**src/core/iocn_pkg.sv**
```systemverilog
package iocn_pkg;

    // Pin counts of the port
    localparam int PORT_W     = 16;
    localparam int CN_W       = 21;
    localparam int CN_LO_W    = 16;
    localparam int CN_HI_W    = CN_W - CN_LO_W;
    localparam int RP_W       = 26;
    localparam int SEL_W      = 5;

    // Word indices of the register map (byte address = index * 4)
    localparam logic [5:0] IDX_DIR      = 6'h00;
    localparam logic [5:0] IDX_LATCH    = 6'h01;
    localparam logic [5:0] IDX_PORT     = 6'h02;
    localparam logic [5:0] IDX_ODC      = 6'h03;
    localparam logic [5:0] IDX_ANALOG   = 6'h04;
    localparam logic [5:0] IDX_CNEN_LO  = 6'h05;
    localparam logic [5:0] IDX_CNEN_HI  = 6'h06;
    localparam logic [5:0] IDX_PU_LO    = 6'h07;
    localparam logic [5:0] IDX_PU_HI    = 6'h08;
    localparam logic [5:0] IDX_TSEL     = 6'h09;
    localparam logic [5:0] IDX_STATUS   = 6'h0a;
    localparam logic [5:0] IDX_MASK     = 6'h0b;

    // Values after reset
    localparam logic [15:0] DIR_RST     = 16'hffff;
    localparam logic [15:0] ANALOG_RST  = 16'h0000;
    localparam logic [15:0] TSEL_RST    = 16'h1f1f;

    // Field positions of the timer clock select register
    localparam int T4_SEL_LSB  = 0;
    localparam int T5_SEL_LSB  = 8;

    // Select codes
    localparam logic [4:0] SEL_MAX_PIN = 5'h19;
    localparam logic [4:0] SEL_GROUND  = 5'h1f;

    // Status bit positions
    localparam int ST_CHANGE = 0;
    localparam int ST_W      = 1;

endpackage

```
**src/core/iocn_top.sv**
```systemverilog
// Contract
// Open-drain bit set: pin only drives low, floats when high.
// Software sets direction to input on pins used as analog inputs.
// Analog pin configuration resets to zero, all shared pins analog.
// Port read returns zero for every pin configured as analog.
// Software waits one cycle between port write and port read.
// Change detection works with clocks stopped and raises an interrupt.
// Up to 21 pins selectable as change notification sources.
// Two interrupt-enable and two pull-up-enable registers control notification.
// Enable bit set lets that pin's change interrupt; clear masks it.
// Pull-up enable bit connects weak pull-up; clearing disconnects it.
// Software keeps pull-ups off on pins driven as digital outputs.
// Five-bit timer clock select: codes 0..25 pick pin, 31 grounds.
// Change found by comparing synchronised level with previous sample.
//
// Implementation choices: the register offsets and register access over Wishbone.
`timescale 1ns/1ns

module iocn_top (
    input  wire logic                        clk_i,      // 20 MHz clock
    input  wire logic                        rst_i,      // Sync reset, high
    // Wishbone classic slave
    input  wire logic                        wb_cyc_i,   // Cycle
    input  wire logic                        wb_stb_i,   // Strobe
    input  wire logic                        wb_we_i,    // Write enable
    input  wire logic [7:0]                  wb_adr_i,   // Byte address
    input  wire logic [3:0]                  wb_sel_i,   // Byte lanes
    input  wire logic [31:0]                 wb_dat_i,   // Write data
    output logic      [31:0]                 wb_dat_o,   // Read data
    output logic                             wb_ack_o,   // Acknowledge
    // Port pins
    input  wire logic [iocn_pkg::PORT_W-1:0] pad_i,      // Pin levels
    output logic      [iocn_pkg::PORT_W-1:0] pad_o,      // Pin drive value
    output logic      [iocn_pkg::PORT_W-1:0] pad_oe_o,   // Pin drive enable
    // Change notification pins
    input  wire logic [iocn_pkg::CN_W-1:0]   cn_pin_i,   // Notify inputs
    output logic      [iocn_pkg::CN_W-1:0]   cn_pullup_o,// Weak pull-ups on
    output logic                             cn_wake_o,  // Wake request
    // Remappable pins to timer clocks
    input  wire logic [iocn_pkg::RP_W-1:0]   rp_i,       // Remappable pins
    output logic                             tmr4_clk_o, // Timer 4 ext clock
    output logic                             tmr5_clk_o, // Timer 5 ext clock
    output logic                             irq_o       // Interrupt, high
);
    import iocn_pkg::*;

    // Pick a remappable pin by select code; unused codes read as ground
    function automatic logic pin_select(input logic [SEL_W-1:0] sel,
                                        input logic [RP_W-1:0]  pins);
        logic res;
        res = 1'b0;
        if (sel <= SEL_MAX_PIN) begin
            res = pins[sel];
        end
        return res;
    endfunction

    // Software visible registers
    logic [PORT_W-1:0]  pin_direction_bits_q;
    logic [PORT_W-1:0]  output_latch_q;
    logic [PORT_W-1:0]  open_drain_ctrl_q;
    logic [PORT_W-1:0]  analog_pin_config_q;
    logic [CN_LO_W-1:0] change_irq_enable_lo_q;
    logic [CN_HI_W-1:0] change_irq_enable_hi_q;
    logic [CN_LO_W-1:0] pullup_enable_lo_q;
    logic [CN_HI_W-1:0] pullup_enable_hi_q;
    logic [15:0]        timer45_clock_input_select_q;
    logic [ST_W-1:0]    irq_status_q;
    logic [ST_W-1:0]    irq_mask_q;
    logic [31:0]        rd_data_q;
    logic               ack_q;
    logic               tmr4_clk_q;
    logic               tmr5_clk_q;

    // Bus decode
    logic               bus_req;
    logic               wr_take;
    logic               rd_take;
    logic [5:0]         reg_idx;
    logic [15:0]        wr_lo;
    logic [15:0]        lane_mask;
    logic [31:0]        rd_data_d;
    logic               hit;

    // Change detector side
    logic [CN_W-1:0]    cn_enable;
    logic [CN_W-1:0]    cn_level;
    logic               cn_change;
    logic [ST_W-1:0]    irq_event;
    logic [ST_W-1:0]    irq_clear;
    logic [SEL_W-1:0]   t4_sel;
    logic [SEL_W-1:0]   t5_sel;
    logic [PORT_W-1:0]  port_read;

    // A request is live while cyc and stb are both high
    assign bus_req   = wb_cyc_i & wb_stb_i;
    assign reg_idx   = wb_adr_i[7:2];
    // Writes land on the edge where the master sees ack
    assign wr_take   = bus_req & ack_q & wb_we_i;
    assign rd_take   = bus_req & ~ack_q & ~wb_we_i;
    assign lane_mask = {{8{wb_sel_i[1]}}, {8{wb_sel_i[0]}}};

    // Byte-lane merge for 16-bit registers; upper lanes hold nothing
    function automatic logic [15:0] merge(input logic [15:0] old,
                                          input logic [15:0] neu,
                                          input logic [15:0] msk);
        merge = (old & ~msk) | (neu & msk);
    endfunction

    assign wr_lo = wb_dat_i[15:0];

    // Analog pins read low whatever level sits on them
    assign port_read = pad_i & analog_pin_config_q;

    // Read mux; unmapped words answer with zero
    always_comb begin
        rd_data_d = 32'h0000_0000;
        hit       = 1'b1;
        case (reg_idx)
            IDX_DIR:     rd_data_d[15:0] = pin_direction_bits_q;
            IDX_LATCH:   rd_data_d[15:0] = output_latch_q;
            IDX_PORT:    rd_data_d[15:0] = port_read;
            IDX_ODC:     rd_data_d[15:0] = open_drain_ctrl_q;
            IDX_ANALOG:  rd_data_d[15:0] = analog_pin_config_q;
            IDX_CNEN_LO: rd_data_d[15:0] = change_irq_enable_lo_q;
            IDX_CNEN_HI: rd_data_d[CN_HI_W-1:0] = change_irq_enable_hi_q;
            IDX_PU_LO:   rd_data_d[15:0] = pullup_enable_lo_q;
            IDX_PU_HI:   rd_data_d[CN_HI_W-1:0] = pullup_enable_hi_q;
            IDX_TSEL:    rd_data_d[15:0] = timer45_clock_input_select_q;
            IDX_STATUS:  rd_data_d[ST_W-1:0] = irq_status_q;
            IDX_MASK:    rd_data_d[ST_W-1:0] = irq_mask_q;
            default:     hit = 1'b0;
        endcase
    end

    // Ack one cycle after the request, dropped the cycle after
    always_ff @(posedge clk_i) begin
        if (rst_i) begin
            ack_q <= 1'b0;
        end else begin
            ack_q <= bus_req & ~ack_q;
        end
    end

    // Read data is captured when ack rises and held until the next read
    always_ff @(posedge clk_i) begin
        if (rst_i) begin
            rd_data_q <= 32'h0000_0000;
        end else if (rd_take) begin
            rd_data_q <= hit ? rd_data_d : 32'h0000_0000;
        end
    end

    assign wb_ack_o = ack_q;
    assign wb_dat_o = rd_data_q;

    // Port control registers; pins come up as inputs and analog
    always_ff @(posedge clk_i) begin
        if (rst_i) begin
            pin_direction_bits_q <= DIR_RST;
            output_latch_q       <= 16'h0000;
            open_drain_ctrl_q    <= 16'h0000;
            analog_pin_config_q  <= ANALOG_RST;
        end else if (wr_take) begin
            if (reg_idx == IDX_DIR)
                pin_direction_bits_q <= merge(pin_direction_bits_q,
                                              wr_lo, lane_mask);
            if (reg_idx == IDX_LATCH)
                output_latch_q <= merge(output_latch_q, wr_lo, lane_mask);
            if (reg_idx == IDX_ODC)
                open_drain_ctrl_q <= merge(open_drain_ctrl_q, wr_lo,
                                           lane_mask);
            if (reg_idx == IDX_ANALOG)
                analog_pin_config_q <= merge(analog_pin_config_q, wr_lo,
                                             lane_mask);
        end
    end

    // Change notification enables and pull-ups, two words each
    always_ff @(posedge clk_i) begin
        if (rst_i) begin
            change_irq_enable_lo_q <= 16'h0000;
            change_irq_enable_hi_q <= '0;
            pullup_enable_lo_q     <= 16'h0000;
            pullup_enable_hi_q     <= '0;
        end else if (wr_take) begin
            if (reg_idx == IDX_CNEN_LO)
                change_irq_enable_lo_q <= merge(change_irq_enable_lo_q,
                                                wr_lo, lane_mask);
            if (reg_idx == IDX_CNEN_HI && wb_sel_i[0])
                change_irq_enable_hi_q <= wb_dat_i[CN_HI_W-1:0];
            if (reg_idx == IDX_PU_LO)
                pullup_enable_lo_q <= merge(pullup_enable_lo_q, wr_lo,
                                            lane_mask);
            if (reg_idx == IDX_PU_HI && wb_sel_i[0])
                pullup_enable_hi_q <= wb_dat_i[CN_HI_W-1:0];
        end
    end

    // Timer clock select; both fields reset to the ground code
    always_ff @(posedge clk_i) begin
        if (rst_i) begin
            timer45_clock_input_select_q <= TSEL_RST;
        end else if (wr_take && reg_idx == IDX_TSEL) begin
            timer45_clock_input_select_q <=
                merge(timer45_clock_input_select_q, wr_lo,
                      lane_mask & 16'h1f1f);
        end
    end

    // Push-pull drives both levels; open-drain only pulls low
    generate
        for (genvar i = 0; i < PORT_W; i++) begin : g_pad
            assign pad_o[i]    = open_drain_ctrl_q[i] ? 1'b0
                                                      : output_latch_q[i];
            assign pad_oe_o[i] = ~pin_direction_bits_q[i] &
                                 (~open_drain_ctrl_q[i] |
                                  ~output_latch_q[i]);
        end
    endgenerate

    // Pull-ups follow their enables directly, no pin-mode qualifier
    assign cn_pullup_o = {pullup_enable_hi_q, pullup_enable_lo_q};
    assign cn_enable   = {change_irq_enable_hi_q,
                          change_irq_enable_lo_q};

    // Synchroniser and comparator for the notification pins
    iocn_change_det u_det (
        .clk_i    (clk_i),
        .rst_i    (rst_i),
        .pin_i    (cn_pin_i),
        .en_i     (cn_enable),
        .lvl_o    (cn_level),
        .change_o (cn_change),
        .wake_o   (cn_wake_o)
    );

    // Sticky status: a new event beats a write-one-to-clear
    assign irq_event = cn_change ? 1'b1 : 1'b0;
    assign irq_clear = (wr_take && reg_idx == IDX_STATUS && wb_sel_i[0])
                       ? wb_dat_i[ST_W-1:0] : '0;

    always_ff @(posedge clk_i) begin
        if (rst_i) begin
            irq_status_q <= '0;
            irq_mask_q   <= '0;
        end else begin
            irq_status_q <= (irq_status_q & ~irq_clear) | irq_event;
            if (wr_take && reg_idx == IDX_MASK && wb_sel_i[0])
                irq_mask_q <= wb_dat_i[ST_W-1:0];
        end
    end

    assign irq_o = |(irq_status_q & irq_mask_q);

    // Route the selected pins to the timers, registered against glitches
    assign t4_sel = timer45_clock_input_select_q[T4_SEL_LSB +: SEL_W];
    assign t5_sel = timer45_clock_input_select_q[T5_SEL_LSB +: SEL_W];

    always_ff @(posedge clk_i) begin
        if (rst_i) begin
            tmr4_clk_q <= 1'b0;
            tmr5_clk_q <= 1'b0;
        end else begin
            tmr4_clk_q <= pin_select(t4_sel, rp_i);
            tmr5_clk_q <= pin_select(t5_sel, rp_i);
        end
    end

    // Max timer clock is half the system clock
    assign tmr4_clk_o = tmr4_clk_q;
    assign tmr5_clk_o = tmr5_clk_q;
endmodule

```
**src/core/iocn_change_det.sv**
```systemverilog
`timescale 1ns/1ns

module iocn_change_det (
    input  wire logic                      clk_i,    // System clock
    input  wire logic                      rst_i,    // Sync reset, high
    input  wire logic [iocn_pkg::CN_W-1:0] pin_i,    // Notification pins
    input  wire logic [iocn_pkg::CN_W-1:0] en_i,     // Per-pin enables
    output logic      [iocn_pkg::CN_W-1:0] lvl_o,    // Synchronised levels
    output logic                           change_o, // Enabled pin moved
    output logic                           wake_o    // Clockless change
);
    import iocn_pkg::*;

    logic [CN_W-1:0] sync1_q;
    logic [CN_W-1:0] sync2_q;
    logic [CN_W-1:0] prev_q;

    // Two-stage synchroniser plus previous sample
    always_ff @(posedge clk_i) begin
        if (rst_i) begin
            sync1_q <= '0;
            sync2_q <= '0;
            prev_q  <= '0;
        end else begin
            sync1_q <= pin_i;
            sync2_q <= sync1_q;
            prev_q  <= sync2_q;
        end
    end

    // Compare synchronised level with the last one, masked per pin
    assign lvl_o    = sync2_q;
    assign change_o = |((sync2_q ^ prev_q) & en_i);

    // Raw pins against the held sample: works with the clock stopped
    assign wake_o   = |((pin_i ^ prev_q) & en_i);
endmodule

```
**config.mk**
```make
export PLATFORM = sky130hd
export DESIGN_NAME = iocn_top
export DESIGN_NICKNAME = d
export VERILOG_FILES = /design/src/core/iocn_pkg.sv /design/src/core/iocn_top.sv /design/src/core/iocn_change_det.sv
export SDC_FILE = /design/constraint.sdc
export NUM_CORES = 1
export LEC_CHECK = 0
export ABC_AREA = 1
export BUFFER_PORTS_ARGS = -buffer_cell sky130_fd_sc_hd__buf_2
export CORE_MARGIN = 1
export CORE_UTILIZATION = 50
export DETAILED_ROUTE_END_ITERATION = 8
export GPL_TIMING_DRIVEN = 0
export PLACE_DENSITY = 0.77
export RECOVER_POWER = 50
export SLEW_MARGIN = 15
export SYNTH_ARGS = -nofsm -noshare
export SYNTH_HDL_FRONTEND = slang
export SYNTH_HIERARCHICAL = 1
export SYNTH_SLANG_ARGS = --single-unit
export TNS_END_PERCENT = 30
```
**constraint.sdc**
```tcl
create_clock -name clk_i -period 1.4 [get_ports clk_i]
set_input_delay 0.07 -clock clk_i [delete_from_list [all_inputs] [get_ports clk_i]]
set_output_delay 0.07 -clock clk_i [all_outputs]
set_load 0.01 [all_outputs]
```
==> impl_metrics.yaml, run 1 <==
sta:
  slew_viol_final: 0
  max_freq_ghz: 0.6245
  rsz0062_at_grt: "yes"
  period_share_pct: 114.4
  timing.final.crit_period_ns: 1.601
  finalWorstSetupSlack_ns: -0.2012
  worst_slew_pin_slew_ns: 0.9009
  setup-tns-final_ns: -5.697
  finClkSkew_ns: 0.009142
  setup_viol: 71
  slew_headroom_pct: 39.94
  hold_violations: 0
place:
  dp.cells: 1819
  dp_hpwl_um: 22150
  dpl-instance-area_um2: 10760
  portBuffers: 164
  globalplace.congestion: 0.9865
global_route:
  grt_pass1_wl_um: 46950
  grt_pass1_vias: 9120
  grt_use_total_pct: 30.84
  grt-ovfl-total: 0
  antenna_found_initial: 0
  grt_max_degree: 20
finish:
  stdcell_area_um2: 12650
  finalNetCount: 1788
  layout.cells.non_filler: 1923
  n_antenna_cell: 0
  drive_above_1_share_pct: 23.80
  area_growth_pct: 32.15
  multi_input_area_um2: 4999
  seq_area_um2: 4026
  fillCellCount: 1574
setup_path:
  arrival_ns: 1.93
  cp.buffers_inverters: 3
  path_max_fanout: 7
  critPathMaxStageDelay_ns: 0.36
  crit_family: "buffers and inverters"
  critical_path_class: "flip-flop to flip-flop"
  cp-start-kind: "flip-flop"
  cpMostUsedCell: "buf_12"
  endpoint_kind: "flip-flop"
  r2r_slack_ns: -0.20
  cp.depth: 8
  crit_required_ns: 1.73
  r2r_cells: 8
  path_cells: "nand4_4 -> buf_12 -> nor2_8 -> buf_12 -> nand2_8 -> buf_6 -> a21oi_2 -> o21ai_1"
  r2r_start: "wb_ack_o$_SDFF_PP0_"
  crit_start: "wb_ack_o$_SDFF_PP0_"
  worst_path_max_delay_cell: "dfxtp_4"
floorplan:
  die_width_um: 140.4
  die_y_um: 140.4
  core_area_um2: 18710
  initial_core_util_pct: 51.18
  die-area_um2: 19700
  io_pins: 202
  rows: 50
power:
  powerDensity_nw_per_um2: 924.0
  p_clk_share_pct: 42.4
  leakage_nw: 6.070
  p_seq_share_pct: 49.6
  pwr-share-comb_pct: 8.0
  p_sw_share_pct: 26.23
  irDropWorstVdd_v: 0.0009054
  power.internal_mw: 8.624
  power.switching_mw: 3.066
cts:
  cts_tree: "yes"
  cts.sinks: 200
  htreeDepth: 4
  path_clk_slew_ns: 0.08
  clock_path_buffers: 2
  clockRootBuffer: "clkbuf_16"
  insertion_delay_ns: 0.45
  cts_made_buffers: 17
flow_run:
  drv_cap: 0
logic_synthesis:
  yosysWarnings: 6
  async_flop_share_pct: 0
  synthCells: 1406
  ys_ff_latch: 200
  synth-edff-count: 0
  seq_area_frac_synth_pct: 41.82
  netlist_area_um2: 9573
  ys.flop_type: "dfxtp_1"
  avgSynthCellArea_um2: 6.809
  synth.distinct_cells: 37
routing:
  num_vias: 10450
  dr.pass1.iters: 6
  wl_per_cell_um: 16.73
  drt_first_iter_violations: 967
  drc: 0
  routed_wl_um: 32180
  ant_nets: 0
  viasPerCell: 5.433
outcome:
  status: "finished with violations"
  violations: "negative setup slack"
min_path:
  min_path_type: "primary input to flip-flop"
## Yosys cell counts, types with 4 or more instances
cell | n | share of area, %
a211oi_1 | 35 | 2.7
a211oi_2 | 10 | 1.3
a21oi_1 | 81 | 4.2
buf_2 | 14 | 0.73
buf_4 | 23 | 1.8
buf_6 | 7 | 0.82
clkbuf_1 | 24 | 0.94
dfxtp_1 | 200 | 42
inv_1 | 145 | 5.7
inv_2 | 10 | 0.39
nand2_1 | 348 | 14
nand2_2 | 9 | 0.59
nand3_1 | 90 | 4.7
nand4_1 | 10 | 0.65
nor2_1 | 275 | 11
nor2_4 | 5 | 0.59
nor3_4 | 4 | 0.68
o211ai_1 | 18 | 1.4
o211ai_2 | 4 | 0.52
o21ai_0 | 68 | 3.6
## metal layers
layer / vias up / global-route usage (%) / share of wire [%] / wire, um
li1: 4994 / - / - / -
met1: 4801 / 40.78 / 41 / 13350
met2: 539 / 49.08 / 46 / 14820
met3: 113 / 4.957 / 8.3 / 2659
met4: 0 / 14.81 / 4.2 / 1354
met5: - / 0 / 0 / 0
## logic make-up (layout without fill, tap and decap cells)
kind of cell	count (synthesis)	count (layout)	synth area share, %
compound gates	223	223	14.27
flops	200	200	41.82
simple gates	754	755	33.28
buf+inv	228	495	10.59
other cells	1	16	0.03917
## through the flow
| step | hold slack [ns] | setup slack (ns) | power [mW] | util, % |
|---|---|---|---|---|
| after floorplan | 0.1770 | -0.06398 | 6.344 | - |
| after global placement | 0.3057 | -0.5298 | 6.680 | 57.50 |
| after detailed placement | 0.3123 | -0.5170 | 6.691 | 57.50 |
| after CTS | 0.04738 | -0.1741 | 11.63 | 64.37 |
| after global routing | 0.05954 | -0.2656 | 12.02 | 67.63 |
| final | 0.05401 | -0.2012 | 11.69 | 67.63 |
## layout make-up
class / count / area share (%)
multi-input combinational: 994 / 39.51
sequential: 200 / 31.83
timing repair buffer: 240 / 12.94
inverter: 159 / 5.123
buffer: 62 / 3.600
clock buffer: 17 / 3.363
tap: 234 / 2.314
clock inverter: 15 / 1.236
timing repair inverter: 2 / 0.08901
## worst min-delay path by stage
stage	from	endpoint	slack (ns)	cells after the start
after floorplan	cn_pin_i[0]	u_det/sync1_q[0]$_SDFF_PP0_	0.18	2
after global placement	wb_dat_i[9]	flip-flop	0.31	3
after detailed placement	cn_pin_i[7]	u_det/sync1_q[7]$_SDFF_PP0_	0.31	3
after CTS	wb_dat_i[15]	flip-flop	0.05	3
after global routing	wb_dat_i[15]	flip-flop	0.06	3
final	wb_dat_i[15]	flip-flop	0.05	3
## placed cells by master (no fill, tap or decap), types with 22 or more instances in the layout
cell type        n
nand3_1         87
dlygate4sd3_1   38
nand2_1        334
clkbuf_1        37
a211oi_1        33
buf_2          149
dfxtp_1        186
a21oi_1         67
inv_1          142
buf_6           22
nor2_1         264
buf_4           35
o21ai_0         38
## power by group through the flow
stage / Clock, mW / Combinational (mW) / Sequential (mW)
3_5_place_dp: 0 / 0.759 / 5.93
3_3_place_gp: 0 / 0.752 / 5.93
2_1_floorplan: 0 / 0.420 / 5.92
6_report: 4.96 / 0.930 / 5.80
4_1_cts: 4.97 / 0.865 / 5.80
5_1_grt: 5.21 / 0.999 / 5.81
## worst reg2reg max path, delay by kind of cell (launching register included)
| kind | cells | cell delay [ns] |
|---|---|---|
| simple gates | 3 | 0.39 |
| flops | 1 | 0.36 |
| buf+inv | 3 | 0.52 |
| compound gates | 2 | 0.22 |
## timing repair
action | 4_1_cts | 5_1_grt
resized for setup | 67 | 128
gates cloned | 2 | 5
pin swaps | 13 | 25
endpoints found under the hold margin | 51 | 0
endpoints found under the setup margin | 137 | 124
setup buffers | 14 | 20
hold buffers | 38 | 0
(Power assumes the default switching activity.)
==> run 2: changes to the inputs <==
--- a/config.mk
+++ b/config.mk
@@ -12,7 +12,7 @@
 export DETAILED_ROUTE_END_ITERATION = 8
 export GPL_TIMING_DRIVEN = 0
 export PLACE_DENSITY = 0.77
-export RECOVER_POWER = 50
+export RECOVER_POWER = 100
 export SLEW_MARGIN = 15
 export SYNTH_ARGS = -nofsm -noshare
 export SYNTH_HDL_FRONTEND = slang
==> run 2 against run 1 <==
  * Core utilization is 0.55 points lower
  * Largest power group unchanged
  * Critical path type unchanged
  * The run still ends with negative setup slack left
  * Sequential share of layout area is 0.26 points higher
  * Power hardly changed
  * Via count stayed put
==> impl_metrics.yaml, run 2 (synthesis gave the netlist of run 1 again) <==
finish:
  n_antenna_cell: 0
  fillCellCount: 1617
  layout_commonest_cell: "nand2_1"
  area_growth_pct: 31.08
  layout_common_cells: "nand2_1 (335), nor2_1 (264), dfxtp_1 (186)"
  multi_input_area_um2: 4982
  finalNetCount: 1788
  drive_above_1_share_pct: 20.54
  seq_area_um2: 4026
cts:
  htreeDepth: 4
  cts.sinks: 200
  clockRootBuffer: "clkbuf_16"
  path_clk_slew_ns: 0.07
  clock_path_buffers: 2
  cts_made_buffers: 17
  insertion_delay_ns: 0.45
  cts_tree: "yes"
global_route:
  grt_pass1_vias: 9120
  antenna_found_initial: 0
  grt_pass1_wl_um: 46950
  grt_max_degree: 20
  grt_use_total_pct: 30.84
  grt-ovfl-total: 0
floorplan:
  die_y_um: 140.4
  rows: 50
  initial_core_util_pct: 51.18
  die_width_um: 140.4
  die-area_um2: 19700
  core_area_um2: 18710
  io_pins: 202
setup_path:
  crit_required_ns: 1.73
  path_cells: "nand4_2 -> buf_6 -> nor2_8 -> buf_12 -> nand2_8 -> buf_6 -> a21oi_2 -> o21ai_1"
  critPathMaxStageDelay_ns: 0.35
  path_max_fanout: 7
  cp-start-kind: "flip-flop"
  cpMostUsedCell: "buf_6"
  crit_start: "wb_ack_o$_SDFF_PP0_"
  r2r_start: "wb_ack_o$_SDFF_PP0_"
  critical_path_class: "flip-flop to flip-flop"
  endpoint_kind: "flip-flop"
  r2r_cells: 8
  worst_path_max_delay_cell: "dfxtp_4"
  arrival_ns: 1.94
power:
  power.switching_mw: 3.064
  leakage_nw: 5.809
  pwr-share-comb_pct: 7.9
  p_sw_share_pct: 26.22
  p_seq_share_pct: 49.6
  p_clk_share_pct: 42.5
  irDropWorstVdd_v: 0.0009188
  power.internal_mw: 8.621
  powerDensity_nw_per_um2: 931.2
routing:
  viasPerCell: 5.433
  drc: 0
  num_vias: 10450
  drt_first_iter_violations: 983
  ant_nets: 0
  wl_per_cell_um: 16.73
  routed_wl_um: 32180
  dr.pass1.iters: 8
min_path:
  worstHoldStart: "rst_i"
  min_path_type: "primary input to flip-flop"
  min_path_cells: 2
sta:
  max_freq_ghz: 0.6219
  hold_slack_ns: 0.04757
  setup_viol: 73
  period_share_pct: 114.9
  timing.final.crit_period_ns: 1.608
  slew_headroom_pct: 40.51
  hold_violations: 0
  setup-tns-final_ns: -6.061
  finClkSkew_ns: 0.009104
  rsz0062_at_grt: "yes"
  slew_viol_final: 0
  worst_slew_pin_slew_ns: 0.8923
  finalWorstSetupSlack_ns: -0.2080
place:
  dp_hpwl_um: 22150
  globalplace.congestion: 0.9865
  place_ws_ns: -0.5170
  portBuffers: 164
outcome:
  violations: "negative setup slack"
  status: "finished with violations"
flow_run:
  drv_cap: 0
run 2: cell count changes in the layout (fill, tap and decap cells not counted):
cell,previous run,this run
buf_12,6,5
nand4_2,0,1
nand2_4,11,10
clkbuf_4,0,1
nand2_1,334,335
nand4_4,1,0
buf_2,149,96
clkbuf_1,37,91
buf_6,22,21
run 2: area by class of cell:
type	count	share of cell area, %
Clock buffer	17	3.390
Clock inverter	15	1.246
Tap cell	234	2.333
Inverter	159	5.165
Buffer	62	3.570
Sequential cell	200	32.09
Multi-Input combinational cell	994	39.70
Timing Repair Buffer	240	12.41
Timing Repair inverter	2	0.08974
run 2: power groups by stage:
| stage | Sequential [mW] | Combinational (mW) | Clock, mW |
|---|---|---|---|
| floorplan | 5.92 | 0.420 | 0 |
| global placement | 5.93 | 0.752 | 0 |
| detailed placement | 5.93 | 0.759 | 0 |
| CTS | 5.80 | 0.865 | 4.97 |
| global route | 5.81 | 0.996 | 5.21 |
| finish | 5.80 | 0.926 | 4.96 |
run 2: metal layers:
| metal | track usage (%) | share of wire [%] | vias to the layer above | wire length (um) |
|---|---|---|---|---|
| met5 | 0 | 0 | - | 0 |
| li1 | - | - | 5000 | - |
| met4 | 14.81 | 4.5 | 0 | 1462 |
| met2 | 49.08 | 46 | 577 | 14730 |
| met1 | 40.78 | 40 | 4752 | 12990 |
| met3 | 4.957 | 9.3 | 118 | 2998 |
run 2: worst max-delay path: cells and delay by family (launching register included):
kind,cells,cell delay (ns)
AO/OA/AOI/OAI,2,0.22
flip-flops,1,0.35
AND/OR/NAND/NOR,3,0.38
buffers and inverters,3,0.53
run 2: repair_timing:
action,in CTS,in global routing
hold buffers,38,0
hold endpoints to repair,51,0
gates cloned,2,5
setup buffers,14,20
pin swaps,13,25
endpoints found under the setup margin,137,124
gates resized for setup,67,128
run 2: path summary, 6_finish.rpt:
path	end	slack [ns]
worst max register to register	flip-flop	-0.21
worst min-delay path	irq_mask_q$_SDFFE_PP0P_	0.05
worst max-delay path	flip-flop	-0.21
worst min register to register	u_det/lvl_o[6]$_SDFF_PP0_	0.40
run 2: per-stage QoR:
stage               util [%]  cell area (um^2)  std cells  power (mW)
floorplan                  -              9643       1421       6.344
global placement       57.50             10760       1819       6.680
detailed placement     57.50             10760       1819       6.691
CTS                    64.37             12040       1899       11.63
global route           67.08             12550       1923       12.02
finish                 67.08             12550       1923       11.68
